## src/fpbc_pkg.sv

```systemverilog
package fpbc_pkg;

  // Clock rate of the block.
  localparam int unsigned CLK_HZ = 125_000_000;
  localparam int unsigned CYC_PER_MS = CLK_HZ / 1000;

  // Times as specified, in their own units.
  localparam int unsigned DEBOUNCE_MS = 50;
  localparam int unsigned DIAG_PULSE_MS = 30;
  localparam int unsigned WIPE_HOLD_S = 4;
  localparam int unsigned OVERRIDE_S = 4;
  localparam int unsigned BEEP_MS = 100;

  // Derived cycle counts; all divide exactly at this clock rate.
  localparam int unsigned DEBOUNCE_CYC = DEBOUNCE_MS * CYC_PER_MS;
  localparam int unsigned DIAG_PULSE_CYC = DIAG_PULSE_MS * CYC_PER_MS;
  localparam int unsigned WIPE_HOLD_CYC = WIPE_HOLD_S * CLK_HZ;
  localparam int unsigned OVERRIDE_CYC = OVERRIDE_S * CLK_HZ;
  localparam int unsigned BEEP_CYC = BEEP_MS * CYC_PER_MS;

  // Button positions within the button vector.
  localparam int unsigned NUM_BTN = 5;
  localparam int unsigned BTN_POWER = 0;
  localparam int unsigned BTN_SLEEP = 1;
  localparam int unsigned BTN_RESET = 2;
  localparam int unsigned BTN_DIAG = 3;
  localparam int unsigned BTN_ID = 4;

  // Message flag and interrupt-source bit positions, sensor offsets.
  localparam int unsigned DIAG_FLAG_BIT = 6;
  localparam int unsigned DIAG_SRC_BIT = 0;
  localparam logic [7:0] CRIT_DIAG_OFFSET = 8'h00;
  localparam logic [7:0] VIOL_ATTEMPT_OFFSET = 8'h00;

  // Values after reset.
  localparam logic RST_INT_EN = 1'b1;
  localparam logic RST_WIPE_EN = 1'b0;
  localparam logic [7:0] RST_FLAGS = 8'h00;

  // Fault tracking geometry.
  localparam int unsigned FAULT_SRCS = 4;
  localparam int unsigned FAULT_TYPES = 4;
  localparam int unsigned FAULT_W = 4;

  // Host sleep state as seen by the block.
  typedef enum logic [1:0] {
    FPBC_S0,
    FPBC_S1,
    FPBC_S45
  } fpbc_sleep_t;

  // System power and reset status levels.
  typedef struct packed {
    logic standby_power;
    logic sys_power_on;
    logic sys_reset;
    fpbc_sleep_t sleep;
  } fpbc_sys_t;

  // Firmware commands: each strobe is one cycle wide with its data.
  typedef struct packed {
    logic flags_clear;
    logic [7:0] flags_clear_mask;
    logic read_diag_source;
    logic int_en_wr;
    logic int_en;
    logic lock_wr;
    logic lock_enable;
    logic force_lock;
    logic [NUM_BTN-1:0] block_mask;
    logic wipe_wr;
    logic wipe_enable;
    logic wipe_force_off;
    logic fault_wr;
    logic [1:0] fault_src;
    logic [1:0] fault_type;
    logic [FAULT_W-1:0] fault_state;
  } fpbc_cmd_t;

  // One sensor event announcement.
  typedef struct packed {
    logic valid;
    logic [7:0] offset;
  } fpbc_event_t;

  // Button actions passed on to power control, one-cycle pulses.
  typedef struct packed {
    logic power;
    logic sleep;
    logic reset;
    logic id;
    logic force_off;
    logic power_up;
  } fpbc_act_t;

endpackage : fpbc_pkg

```

## src/fpbc_hold.sv

```systemverilog
`timescale 1ns/1ns
// Reports once its run input has stayed high for CYCLES clock cycles.
module fpbc_hold #(
  parameter int unsigned CYCLES = 16
) (
  // Clock and control.
  input wire logic clk,
  input wire logic reset,
  input wire logic clk_en,
  // Condition and result.
  input wire logic run,
  output logic reached
);

  localparam int unsigned CW = $clog2(CYCLES + 1);

  typedef struct packed {
    logic [CW-1:0] cnt;
    logic reached;
  } fpbc_hold_st_t;

  fpbc_hold_st_t st_q;
  fpbc_hold_st_t st_d;

  generate
    if (CYCLES < 1) begin : g_bad
      $error("fpbc_hold needs CYCLES of at least one");
    end
  endgenerate

  // Any drop of run restarts the count, so only a continuous level counts.
  always_comb begin
    st_d = st_q;
    if (!run) begin
      st_d.cnt = '0;
      st_d.reached = 1'b0;
    end else if (st_q.cnt != CW'(CYCLES)) begin
      st_d.cnt = st_q.cnt + CW'(1);
      st_d.reached = (st_q.cnt + CW'(1)) == CW'(CYCLES);
    end
  end

  always_ff @(posedge clk) begin
    if (reset) begin
      st_q <= '0;
    end else if (clk_en) begin
      st_q <= st_d;
    end
  end

  assign reached = st_q.reached;

endmodule : fpbc_hold

```

## src/fpbc_pulse.sv

```systemverilog
`timescale 1ns/1ns
// Drives out high for exactly CYCLES cycles after a start strobe.
module fpbc_pulse #(
  parameter int unsigned CYCLES = 16
) (
  // Clock and control.
  input wire logic clk,
  input wire logic reset,
  input wire logic clk_en,
  // Trigger and pulse.
  input wire logic start,
  output logic out
);

  localparam int unsigned CW = $clog2(CYCLES + 1);

  typedef struct packed {
    logic [CW-1:0] left;
    logic out;
  } fpbc_pulse_st_t;

  fpbc_pulse_st_t st_q;
  fpbc_pulse_st_t st_d;

  generate
    if (CYCLES < 1) begin : g_bad
      $error("fpbc_pulse needs CYCLES of at least one");
    end
  endgenerate

  // A start during a running pulse is ignored; length never depends on the cause.
  always_comb begin
    st_d = st_q;
    if (st_q.out) begin
      st_d.left = st_q.left - CW'(1);
      st_d.out = st_q.left != CW'(1);
    end else if (start) begin
      st_d.left = CW'(CYCLES);
      st_d.out = 1'b1;
    end
  end

  always_ff @(posedge clk) begin
    if (reset) begin
      st_q <= '0;
    end else if (clk_en) begin
      st_q <= st_d;
    end
  end

  assign out = st_q.out;

endmodule : fpbc_pulse

```

## src/fpbc_top.sv

```systemverilog
`timescale 1ns/1ns
// Summary of operation
// - Diag press sends a critical event at offset 00h when events are enabled.
// - Diag press sets message flag 40h; firmware reads it and clears it.
// - Diag press sets bit 0 of the first interrupt-source byte.
// - Diag press gives a host interrupt pulse of fixed length.
// - After one pulse, no more until system reset, power-down or an enabling int_en write.
// - System reset or own reset clears the flag and all source bits.
// - Lock mode never blocks diag; only its own block bit does.
// - A wipe enable bit, set by command, gates the wipe sequence.
// - Wipe sequence is seen only with standby on, system off, enabled.
// - A valid wipe sequence sounds exactly one beep.
// - A valid wipe sets the wipe state output and powers the system up.
// - Wipe state ends on force-off, reset press, power press-release, power-off.
// - Lock mode is enabled by command; its activity follows the keyboard lock or the force-lock bit.
// - Active lock turns a protected press into a violation event at 00h.
// - Lock settings clear on AC up, system up, system reset, own reset.
// - Block bits stop single switches whether lock is active or not.
// - Protection by sleep state: S0 power/sleep/reset, S1 reset, S4/S5 none.
// - In S1 with lock, power wakes but the 4 s force-off is suppressed.
// - Fault states are kept per source and type, replaced, cleared on power-up.
// - A button counts as pressed after 50 ms of continuous low.
// - Every host interrupt pulse lasts at least 30 ms.
// - Enabling interrupt generation by command re-arms the one-shot.
module fpbc_top #(
  parameter int unsigned DEBOUNCE_CYCLES = fpbc_pkg::DEBOUNCE_CYC,
  parameter int unsigned DIAG_PULSE_CYCLES = fpbc_pkg::DIAG_PULSE_CYC,
  parameter int unsigned WIPE_HOLD_CYCLES = fpbc_pkg::WIPE_HOLD_CYC,
  parameter int unsigned OVERRIDE_CYCLES = fpbc_pkg::OVERRIDE_CYC,
  parameter int unsigned BEEP_CYCLES = fpbc_pkg::BEEP_CYC
) (
  // Clock, reset and clock enable.
  input wire logic clk,
  input wire logic reset,
  input wire logic clk_en,
  // Front panel buttons, low while pressed.
  input wire logic [fpbc_pkg::NUM_BTN-1:0] btn_n,
  // Keyboard controller lock level.
  input wire logic keyboard_lock_input,
  // System power, reset and sleep status.
  input wire fpbc_pkg::fpbc_sys_t sys,
  // Event generation enable for the diagnostic sensor.
  input wire logic diag_event_en,
  // Firmware command strobes.
  input wire fpbc_pkg::fpbc_cmd_t cmd,
  // Host signals.
  output logic diag_interrupt_pulse,
  output logic settings_wipe_state,
  output logic speaker_beep,
  // Sensor events.
  output fpbc_pkg::fpbc_event_t crit_event,
  output fpbc_pkg::fpbc_event_t viol_event,
  // Button actions towards power control.
  output fpbc_pkg::fpbc_act_t act,
  // Status readback.
  output logic [7:0] msg_flags,
  output logic [7:0] diag_source,
  output logic [7:0] diag_source_rd,
  output logic lock_active,
  output logic [fpbc_pkg::FAULT_TYPES-1:0] fault_any
);

  localparam int unsigned NB = fpbc_pkg::NUM_BTN;
  localparam int unsigned NS = fpbc_pkg::FAULT_SRCS;
  localparam int unsigned NT = fpbc_pkg::FAULT_TYPES;
  localparam int unsigned FW = fpbc_pkg::FAULT_W;

  typedef enum logic [1:0] {
    W_IDLE,
    W_RST_HELD,
    W_BOTH
  } fpbc_wipe_st_t;

  typedef struct packed {
    logic [NB-1:0] btn_prev;
    logic pwr_prev;
    logic stby_prev;
    logic ovr_prev;
    logic [7:0] flags;
    logic [7:0] src;
    logic [7:0] src_rd;
    logic int_en;
    logic armed;
    logic lock_en;
    logic force_lock;
    logic [NB-1:0] block_mask;
    logic lock_active;
    logic wipe_en;
    logic wipe_state;
    fpbc_wipe_st_t wipe_fsm;
    logic pulse_start;
    logic beep_start;
    fpbc_pkg::fpbc_event_t crit;
    fpbc_pkg::fpbc_event_t viol;
    fpbc_pkg::fpbc_act_t act;
    logic [NS-1:0][NT-1:0][FW-1:0] faults;
    logic [NT-1:0] fault_any;
  } fpbc_state_t;

  fpbc_state_t st_q;
  fpbc_state_t st_d;

  logic [NB-1:0] btn;
  logic wipe_hold_done;
  logic ovr_hold_done;
  logic diag_pulse_out;
  logic beep_out;

  if (NS != 4 || NT != 4) begin : g_bad_fault
    $error("fault source and type selects are two bits wide");
  end

  // Each button is debounced by its own low-level hold counter; its saturation is the level.
  genvar gi;
  generate
    for (gi = 0; gi < NB; gi++) begin : g_deb
      fpbc_hold #(.CYCLES(DEBOUNCE_CYCLES)) u_deb (
        .clk(clk),
        .reset(reset),
        .clk_en(clk_en),
        .run(!btn_n[gi]),
        .reached(btn[gi])
      );
    end
  endgenerate

  // Reset must stay held for the full wipe hold time while the sequence is allowed.
  fpbc_hold #(.CYCLES(WIPE_HOLD_CYCLES)) u_wipe_hold (
    .clk(clk),
    .reset(reset),
    .clk_en(clk_en),
    .run(st_q.wipe_fsm == W_RST_HELD && btn[fpbc_pkg::BTN_RESET]),
    .reached(wipe_hold_done)
  );

  // Power held long enough asks for a forced power-off.
  fpbc_hold #(.CYCLES(OVERRIDE_CYCLES)) u_ovr_hold (
    .clk(clk),
    .reset(reset),
    .clk_en(clk_en),
    .run(btn[fpbc_pkg::BTN_POWER]),
    .reached(ovr_hold_done)
  );

  // Host interrupt pulse of fixed length, whatever the button does meanwhile.
  fpbc_pulse #(.CYCLES(DIAG_PULSE_CYCLES)) u_diag_pulse (
    .clk(clk),
    .reset(reset),
    .clk_en(clk_en),
    .start(st_q.pulse_start),
    .out(diag_pulse_out)
  );

  // Single confirmation beep.
  fpbc_pulse #(.CYCLES(BEEP_CYCLES)) u_beep (
    .clk(clk),
    .reset(reset),
    .clk_en(clk_en),
    .start(st_q.beep_start),
    .out(beep_out)
  );

  // Main next-state logic; every hardware set except the one-shot re-arm is applied after clears so it wins.
  always_comb begin
    logic [NB-1:0] press;
    logic [NB-1:0] release_;
    logic [NB-1:0] protect;
    logic pwr_up;
    logic pwr_down;
    logic ac_up;
    logic wipe_ok;
    logic wipe_fire;
    logic diag_ok;
    press = btn & ~st_q.btn_prev;
    release_ = ~btn & st_q.btn_prev;
    protect = '0;
    pwr_up = sys.sys_power_on && !st_q.pwr_prev;
    pwr_down = !sys.sys_power_on && st_q.pwr_prev;
    ac_up = sys.standby_power && !st_q.stby_prev;
    wipe_ok = sys.standby_power && !sys.sys_power_on && st_q.wipe_en;
    wipe_fire = 1'b0;
    diag_ok = press[fpbc_pkg::BTN_DIAG] && !st_q.block_mask[fpbc_pkg::BTN_DIAG];
    st_d = st_q;
    st_d.btn_prev = btn;
    st_d.pwr_prev = sys.sys_power_on;
    st_d.stby_prev = sys.standby_power;
    st_d.ovr_prev = ovr_hold_done;
    st_d.pulse_start = 1'b0;
    st_d.beep_start = 1'b0;
    st_d.crit = '0;
    st_d.viol = '0;
    st_d.act = '0;
    // Firmware writes of the lock options.
    if (cmd.lock_wr) begin
      st_d.lock_en = cmd.lock_enable;
      st_d.force_lock = cmd.force_lock;
      st_d.block_mask = cmd.block_mask;
    end
    // Power and reset events wipe the lock settings.
    if (ac_up || pwr_up || sys.sys_reset) begin
      st_d.lock_en = 1'b0;
      st_d.force_lock = 1'b0;
      st_d.block_mask = '0;
    end
    st_d.lock_active = st_d.lock_en && (keyboard_lock_input || st_d.force_lock);
    // The diagnostic and identify switches are never protected by lock mode.
    if (st_q.lock_active) begin
      case (sys.sleep)
        fpbc_pkg::FPBC_S0: begin
          protect[fpbc_pkg::BTN_POWER] = 1'b1;
          protect[fpbc_pkg::BTN_SLEEP] = 1'b1;
          protect[fpbc_pkg::BTN_RESET] = 1'b1;
        end
        fpbc_pkg::FPBC_S1: begin
          protect[fpbc_pkg::BTN_RESET] = 1'b1;
        end
        default: begin
          protect = '0;
        end
      endcase
    end
    // Ordinary button actions are held back while a wipe sequence is in progress.
    if (st_q.wipe_fsm == W_IDLE) begin
      for (int i = 0; i < NB; i++) begin
        if (press[i] && !st_q.block_mask[i] && protect[i]) begin
          st_d.viol.valid = 1'b1;
          st_d.viol.offset = fpbc_pkg::VIOL_ATTEMPT_OFFSET;
        end
      end
      st_d.act.power = press[fpbc_pkg::BTN_POWER] && !st_q.block_mask[fpbc_pkg::BTN_POWER]
        && !protect[fpbc_pkg::BTN_POWER];
      st_d.act.sleep = press[fpbc_pkg::BTN_SLEEP] && !st_q.block_mask[fpbc_pkg::BTN_SLEEP]
        && !protect[fpbc_pkg::BTN_SLEEP];
      st_d.act.reset = press[fpbc_pkg::BTN_RESET] && !st_q.block_mask[fpbc_pkg::BTN_RESET]
        && !protect[fpbc_pkg::BTN_RESET];
      st_d.act.id = press[fpbc_pkg::BTN_ID] && !st_q.block_mask[fpbc_pkg::BTN_ID];
      // S1 under lock still wakes on power, but the long-hold force-off is withheld.
      st_d.act.force_off = ovr_hold_done && !st_q.ovr_prev
        && !st_q.block_mask[fpbc_pkg::BTN_POWER]
        && !(st_q.lock_active && (sys.sleep == fpbc_pkg::FPBC_S0
        || sys.sleep == fpbc_pkg::FPBC_S1));
    end
    // Settings-wipe sequence: reset held, then power added, then both released.
    case (st_q.wipe_fsm)
      W_IDLE: begin
        if (wipe_ok && press[fpbc_pkg::BTN_RESET] && !btn[fpbc_pkg::BTN_POWER]) begin
          st_d.wipe_fsm = W_RST_HELD;
        end
      end
      W_RST_HELD: begin
        if (!wipe_ok || !btn[fpbc_pkg::BTN_RESET]) begin
          st_d.wipe_fsm = W_IDLE;
        end else if (press[fpbc_pkg::BTN_POWER]) begin
          st_d.wipe_fsm = wipe_hold_done ? W_BOTH : W_IDLE;
        end
      end
      W_BOTH: begin
        if (!wipe_ok) begin
          st_d.wipe_fsm = W_IDLE;
        end else if (!btn[fpbc_pkg::BTN_RESET] && !btn[fpbc_pkg::BTN_POWER]) begin
          st_d.wipe_fsm = W_IDLE;
          wipe_fire = 1'b1;
        end
      end
      default: begin
        st_d.wipe_fsm = W_IDLE;
      end
    endcase
    // Wipe enable and the wipe state itself.
    if (cmd.wipe_wr) begin
      st_d.wipe_en = cmd.wipe_enable;
      if (cmd.wipe_force_off) begin
        st_d.wipe_state = 1'b0;
      end
    end
    if (st_q.wipe_fsm == W_IDLE && (press[fpbc_pkg::BTN_RESET]
        || release_[fpbc_pkg::BTN_POWER])) begin
      st_d.wipe_state = 1'b0;
    end
    if (pwr_down) begin
      st_d.wipe_state = 1'b0;
    end
    if (wipe_fire) begin
      st_d.wipe_state = 1'b1;
      st_d.act.power_up = 1'b1;
      st_d.beep_start = 1'b1;
    end
    // Interrupt generation enable; every enabling write re-arms the one-shot.
    if (cmd.int_en_wr) begin
      st_d.int_en = cmd.int_en;
      st_d.armed = st_q.armed || cmd.int_en;
    end
    if (sys.sys_reset || pwr_down) begin
      st_d.armed = 1'b1;
    end
    // Firmware clears of the flags and the source byte; reading the source clears it.
    if (cmd.flags_clear) begin
      st_d.flags = st_q.flags & ~cmd.flags_clear_mask;
    end
    if (cmd.read_diag_source) begin
      st_d.src_rd = st_q.src;
      st_d.src = '0;
    end
    if (sys.sys_reset) begin
      st_d.flags = '0;
      st_d.src = '0;
    end
    // Diagnostic button press: flag, source, event, and one pulse if armed.
    if (diag_ok) begin
      st_d.flags[fpbc_pkg::DIAG_FLAG_BIT] = 1'b1;
      st_d.src[fpbc_pkg::DIAG_SRC_BIT] = 1'b1;
      if (diag_event_en) begin
        st_d.crit.valid = 1'b1;
        st_d.crit.offset = fpbc_pkg::CRIT_DIAG_OFFSET;
      end
      if (st_q.armed && st_q.int_en && !diag_pulse_out) begin
        st_d.pulse_start = 1'b1;
        st_d.armed = 1'b0;
      end
    end
    // Fault states: each write replaces one source and type entry.
    if (cmd.fault_wr) begin
      st_d.faults[cmd.fault_src][cmd.fault_type] = cmd.fault_state;
    end
    if (pwr_up || sys.sys_reset) begin
      st_d.faults = '0;
    end
    for (int t = 0; t < NT; t++) begin
      st_d.fault_any[t] = 1'b0;
      for (int s = 0; s < NS; s++) begin
        st_d.fault_any[t] = st_d.fault_any[t] || (st_d.faults[s][t] != '0);
      end
    end
  end

  // Register stage; own reset restores every setting.
  always_ff @(posedge clk) begin
    if (reset) begin
      st_q <= '0;
      st_q.flags <= fpbc_pkg::RST_FLAGS;
      st_q.int_en <= fpbc_pkg::RST_INT_EN;
      st_q.armed <= 1'b1;
      st_q.wipe_en <= fpbc_pkg::RST_WIPE_EN;
      st_q.wipe_fsm <= W_IDLE;
    end else if (clk_en) begin
      st_q <= st_d;
    end
  end

  // Outputs come straight from flip-flops here or in the pulse modules.
  assign diag_interrupt_pulse = diag_pulse_out;
  assign speaker_beep = beep_out;
  assign settings_wipe_state = st_q.wipe_state;
  assign crit_event = st_q.crit;
  assign viol_event = st_q.viol;
  assign act = st_q.act;
  assign msg_flags = st_q.flags;
  assign diag_source = st_q.src;
  assign diag_source_rd = st_q.src_rd;
  assign lock_active = st_q.lock_active;
  assign fault_any = st_q.fault_any;

endmodule : fpbc_top

```

## config.mk

```make
export PLATFORM = sky130hd
export DESIGN_NAME = fpbc_top
export DESIGN_NICKNAME = d
export VERILOG_FILES = /design/src/fpbc_pkg.sv /design/src/fpbc_hold.sv /design/src/fpbc_pulse.sv /design/src/fpbc_top.sv
export SDC_FILE = /design/constraint.sdc
export NUM_CORES = 1
export LEC_CHECK = 0
export BUFFER_PORTS_ARGS = -buffer_cell sky130_fd_sc_hd__buf_2
export CELL_PAD_IN_SITES_DETAIL_PLACEMENT = 2
export CELL_PAD_IN_SITES_GLOBAL_PLACEMENT = 2
export CORE_MARGIN = 10
export CORE_UTILIZATION = 35
export CTS_BUF_LIST = sky130_fd_sc_hd__clkbuf_8
export CTS_CLUSTER_DIAMETER = 60
export DETAILED_ROUTE_END_ITERATION = 10
export PLACE_DENSITY_LB_ADDON = 0.25
export SYNTH_ARGS = -nofsm -noshare
export SYNTH_HDL_FRONTEND = slang
export SYNTH_SLANG_ARGS = --single-unit
```

## constraint.sdc

```tcl
create_clock -name clk -period 4.67 [get_ports clk]
set_input_delay 0.467 -clock clk [delete_from_list [all_inputs] [get_ports clk]]
set_output_delay 0.467 -clock clk [all_outputs]
set_load 0.03 [all_outputs]
```

==> impl_metrics.toml <==
[status]
status = "completed"

[critical_path]
path_buf_inv = 1
r2r-end = "g_deb[1].u_deb.st_q[19]"
cp-end-kind = "flop"
cp_max_fo = 27
slowest_stage = "o21ai_4"
reg2reg_depth = 8
critPathMaxStageDelay_ns = 0.57
required_ns = 5.20
r2r-start = "g_deb[1].u_deb.st_q[1]"
crit_chain = "inv_1, ha_1, or3b_2, or4_4, o21ai_4, nor2_1, nand4b_1, a21oi_1"
startpoint_type = "flop"
crit_type = "reg -> reg"
regToRegSetupSlack_ns = 1.58
worstPathArrival_ns = 3.62
cp_top_family = "simple AND/OR/NAND/NOR gates"

[hold_path]
hp-start = "cmd[20]"
min_to = "st_q[107]"
hp-class = "in -> reg"
holdPathStages = 3

[timing]
max-slew-margin-rel_pct = 22.6
max_freq_mhz = 324
tns_ns = 0
hold_viol = 0
report.final.slew_viol_count = 0
setup_viol = 0
period_share_pct = 66.1
skew_ns = 0.0378
rsz0062_at_grt = "no"
min_period_ns = 3.09
tightest_slew_ns = 1.16

[layout]
fin_nets = 2505
fin_cells = 3179
area_growth_pct = 9.22
post-route-util_pct = 38.7
drive_above_1_share_pct = 10.0

[power_and_ir_drop]
ir_drop_mv = 0.169
power_density_nw_per_um2 = 304
p_leak_nw = 7.25
p_total_mw = 6.35

[clock_tree]
postCtsResizedCells = 0
cts_buffers = 68
postCtsSetupBuffers = 0
postCtsHoldBufs = 0
cts_tree = "yes"
cts.sinks = 337
insertion_delay_ns = 0.68
htreeDepth = 3
clockBufferDepth = 3
cts.root.buffer_cell = "clkbuf_8"
clk_pin_slew_ns = 0.06

[global_routing]
grt_pass1_wl_mm = 107
grt_pass1_vias = 19958
grt_use_total_pct = 19.8
grt_max_degree = 108
grt-ovfl-total = 0
antenna_found_initial = 3

[die]
fp.dieArea_um2 = 64500
start_util_pct = 35.4
fp.coreArea_um2 = 54000
ios = 103
dieHeight_um = 254
rows = 85
die_w_um = 254

[synth]
ys_ff_latch = 337
ys_seq_area_share_pct = 35.2
ys.flop_type = "dfxtp_1"
syn_inst = 2476
async_flop_share_pct = 0
yosys_warnings = 0
syn_area_um2 = 19100
syn_area_per_cell_um2 = 7.73
ys_types = 91
synth_edf_count = 0

[placement]
dp_hpwl_mm = 43.6
port_buffers = 72
routabilityCongestion = 0.806
placed_cells = 3061

[detailed_routing]
dr_total_vias = 18733
ant_nets = 0
wl_mm = 64.9
drt_iter0_drc = 908
drc_errors = 0
routedWlPerCell_um = 20.4
viasPerCell = 5.89
first_pass_iters = 5

[flow_run]
cap_violations = 0
==> cells by family (layout without fill, tap and decap cells) <==
group                    count (synthesis)  after routing  synth area share [%]
adder cells (fa/ha/maj)                 23             23                  1.50
XOR/XNOR                                84             84                  3.84
flip-flops                             337            337                  35.2
other                                    1             33                0.0196
multiplexers                            14             14                 0.745
AO/OA/AOI/OAI                          674            674                  21.4
buffers and inverters                  274            249                  6.74
AND/OR/NAND/NOR                       1069           1069                  30.5
==> sequential cells by signal (all words and copies together) (netlist names), 4 cells and up <==
name,flops
act,6
fault_any,4
g_deb.u_deb.reached,5
g_deb.u_deb.st_q,115
msg_flags,8
st_q,85
u_beep.st_q,24
u_diag_pulse.st_q,22
u_ovr_hold.st_q,29
u_wipe_hold.st_q,29
==> synth_stat cells (39+ instances only) <==
master | instances | area (µm²)
nor2_1 | 343 | 1290
dfxtp_1 | 337 | 6750
a21oi_1 | 260 | 1300
o21ai_0 | 188 | 941
clkbuf_1 | 133 | 499
nand2_1 | 128 | 480
nand3_1 | 84 | 420
nand3b_1 | 66 | 495
nor3_1 | 63 | 315
a32oi_1 | 56 | 490
buf_4 | 54 | 405
xnor2_1 | 52 | 455
nand4_1 | 50 | 313
a31oi_1 | 48 | 300
and3_1 | 44 | 275
nor4_1 | 42 | 263
inv_1 | 39 | 146
or3_1 | 39 | 244
==> layout make-up <==
class                           instances  area (µm²)
Fill cell                            6249       33100
Multi-Input combinational cell       1894       11300
Sequential cell                       337        6750
Clock buffer                           83        1140
Tap cell                              696         871
Timing Repair Buffer                   95         546
Clock inverter                         32         200
Inverter                               39         146
Antenna cell                            3        7.51
==> worst max path at each step <==
stage                           start                      end  slack, ns  cells past startpoint
2_1_floorplan                btn_n[1]   g_deb[1].u_deb.st_q[1]       2.31                      9
4_1_cts        g_deb[1].u_deb.st_q[1]   g_deb[1].u_deb.reached       1.57                      8
6_report       g_deb[1].u_deb.st_q[1]  g_deb[1].u_deb.st_q[19]       1.58                      8
5_1_grt        g_deb[1].u_deb.st_q[1]   g_deb[1].u_deb.st_q[9]       1.30                      8
3_3_place_gp                 btn_n[1]  g_deb[1].u_deb.st_q[19]       1.47                      7
3_5_place_dp                 btn_n[1]   g_deb[1].u_deb.st_q[9]       1.40                      7
==> layout by cell type, fill, tap and decap left out, types with 44 or more instances in the layout <==
cell type and n:
a21oi_1 259, nor3_1 63, inv_1 55, a32oi_1 56, nor2_1 343, buf_2 70
a31oi_1 48, nand2_1 128, xnor2_1 52, o21ai_0 188, and3_1 44, nand4_1 50
clkbuf_8 83, dfxtp_1 337, nand3_1 84, nand3b_1 66
==> worst reg2reg max path, stage by stage, from the launching register on <==
cell      delay, ns
dfxtp_1        0.40
inv_1          0.09
ha_1           0.14
or3b_2         0.43
or4_4          0.55
o21ai_4        0.57
nor2_1         0.45
nand4b_1       0.23
a21oi_1        0.08
==> layer usage <==
layer | up-vias | GRT usage [%] | share of wire [%]
met4 | 2 | 5.44 | 2.2
met1 | 9537 | 24.9 | 46
met5 | - | 0 | 0.017
met2 | 203 | 34.2 | 49
li1 | 8893 | - | -
met3 | 98 | 3.42 | 2.9
==> metrics by stage <==
stage               hold WS, ns  worst slack, ns  area, µm²
floorplan                 0.430             2.31      19300
global placement          0.433             1.47      19600
detailed placement        0.443             1.40      19600
CTS                      0.0144             1.57      20900
global route             0.0583             1.30      20900
finish                   0.0685             1.58      20900
==> where the power goes <==
part | switching, mW | leakage [nW] | total (mW) | internal, mW
registers | 0.00964 | 2.71 | 2.89 | 2.88
clock network | 1.43 | 0.754 | 3.09 | 1.67
logic | 0.285 | 3.78 | 0.364 | 0.0792
Power figures use the tool's default switching activity.
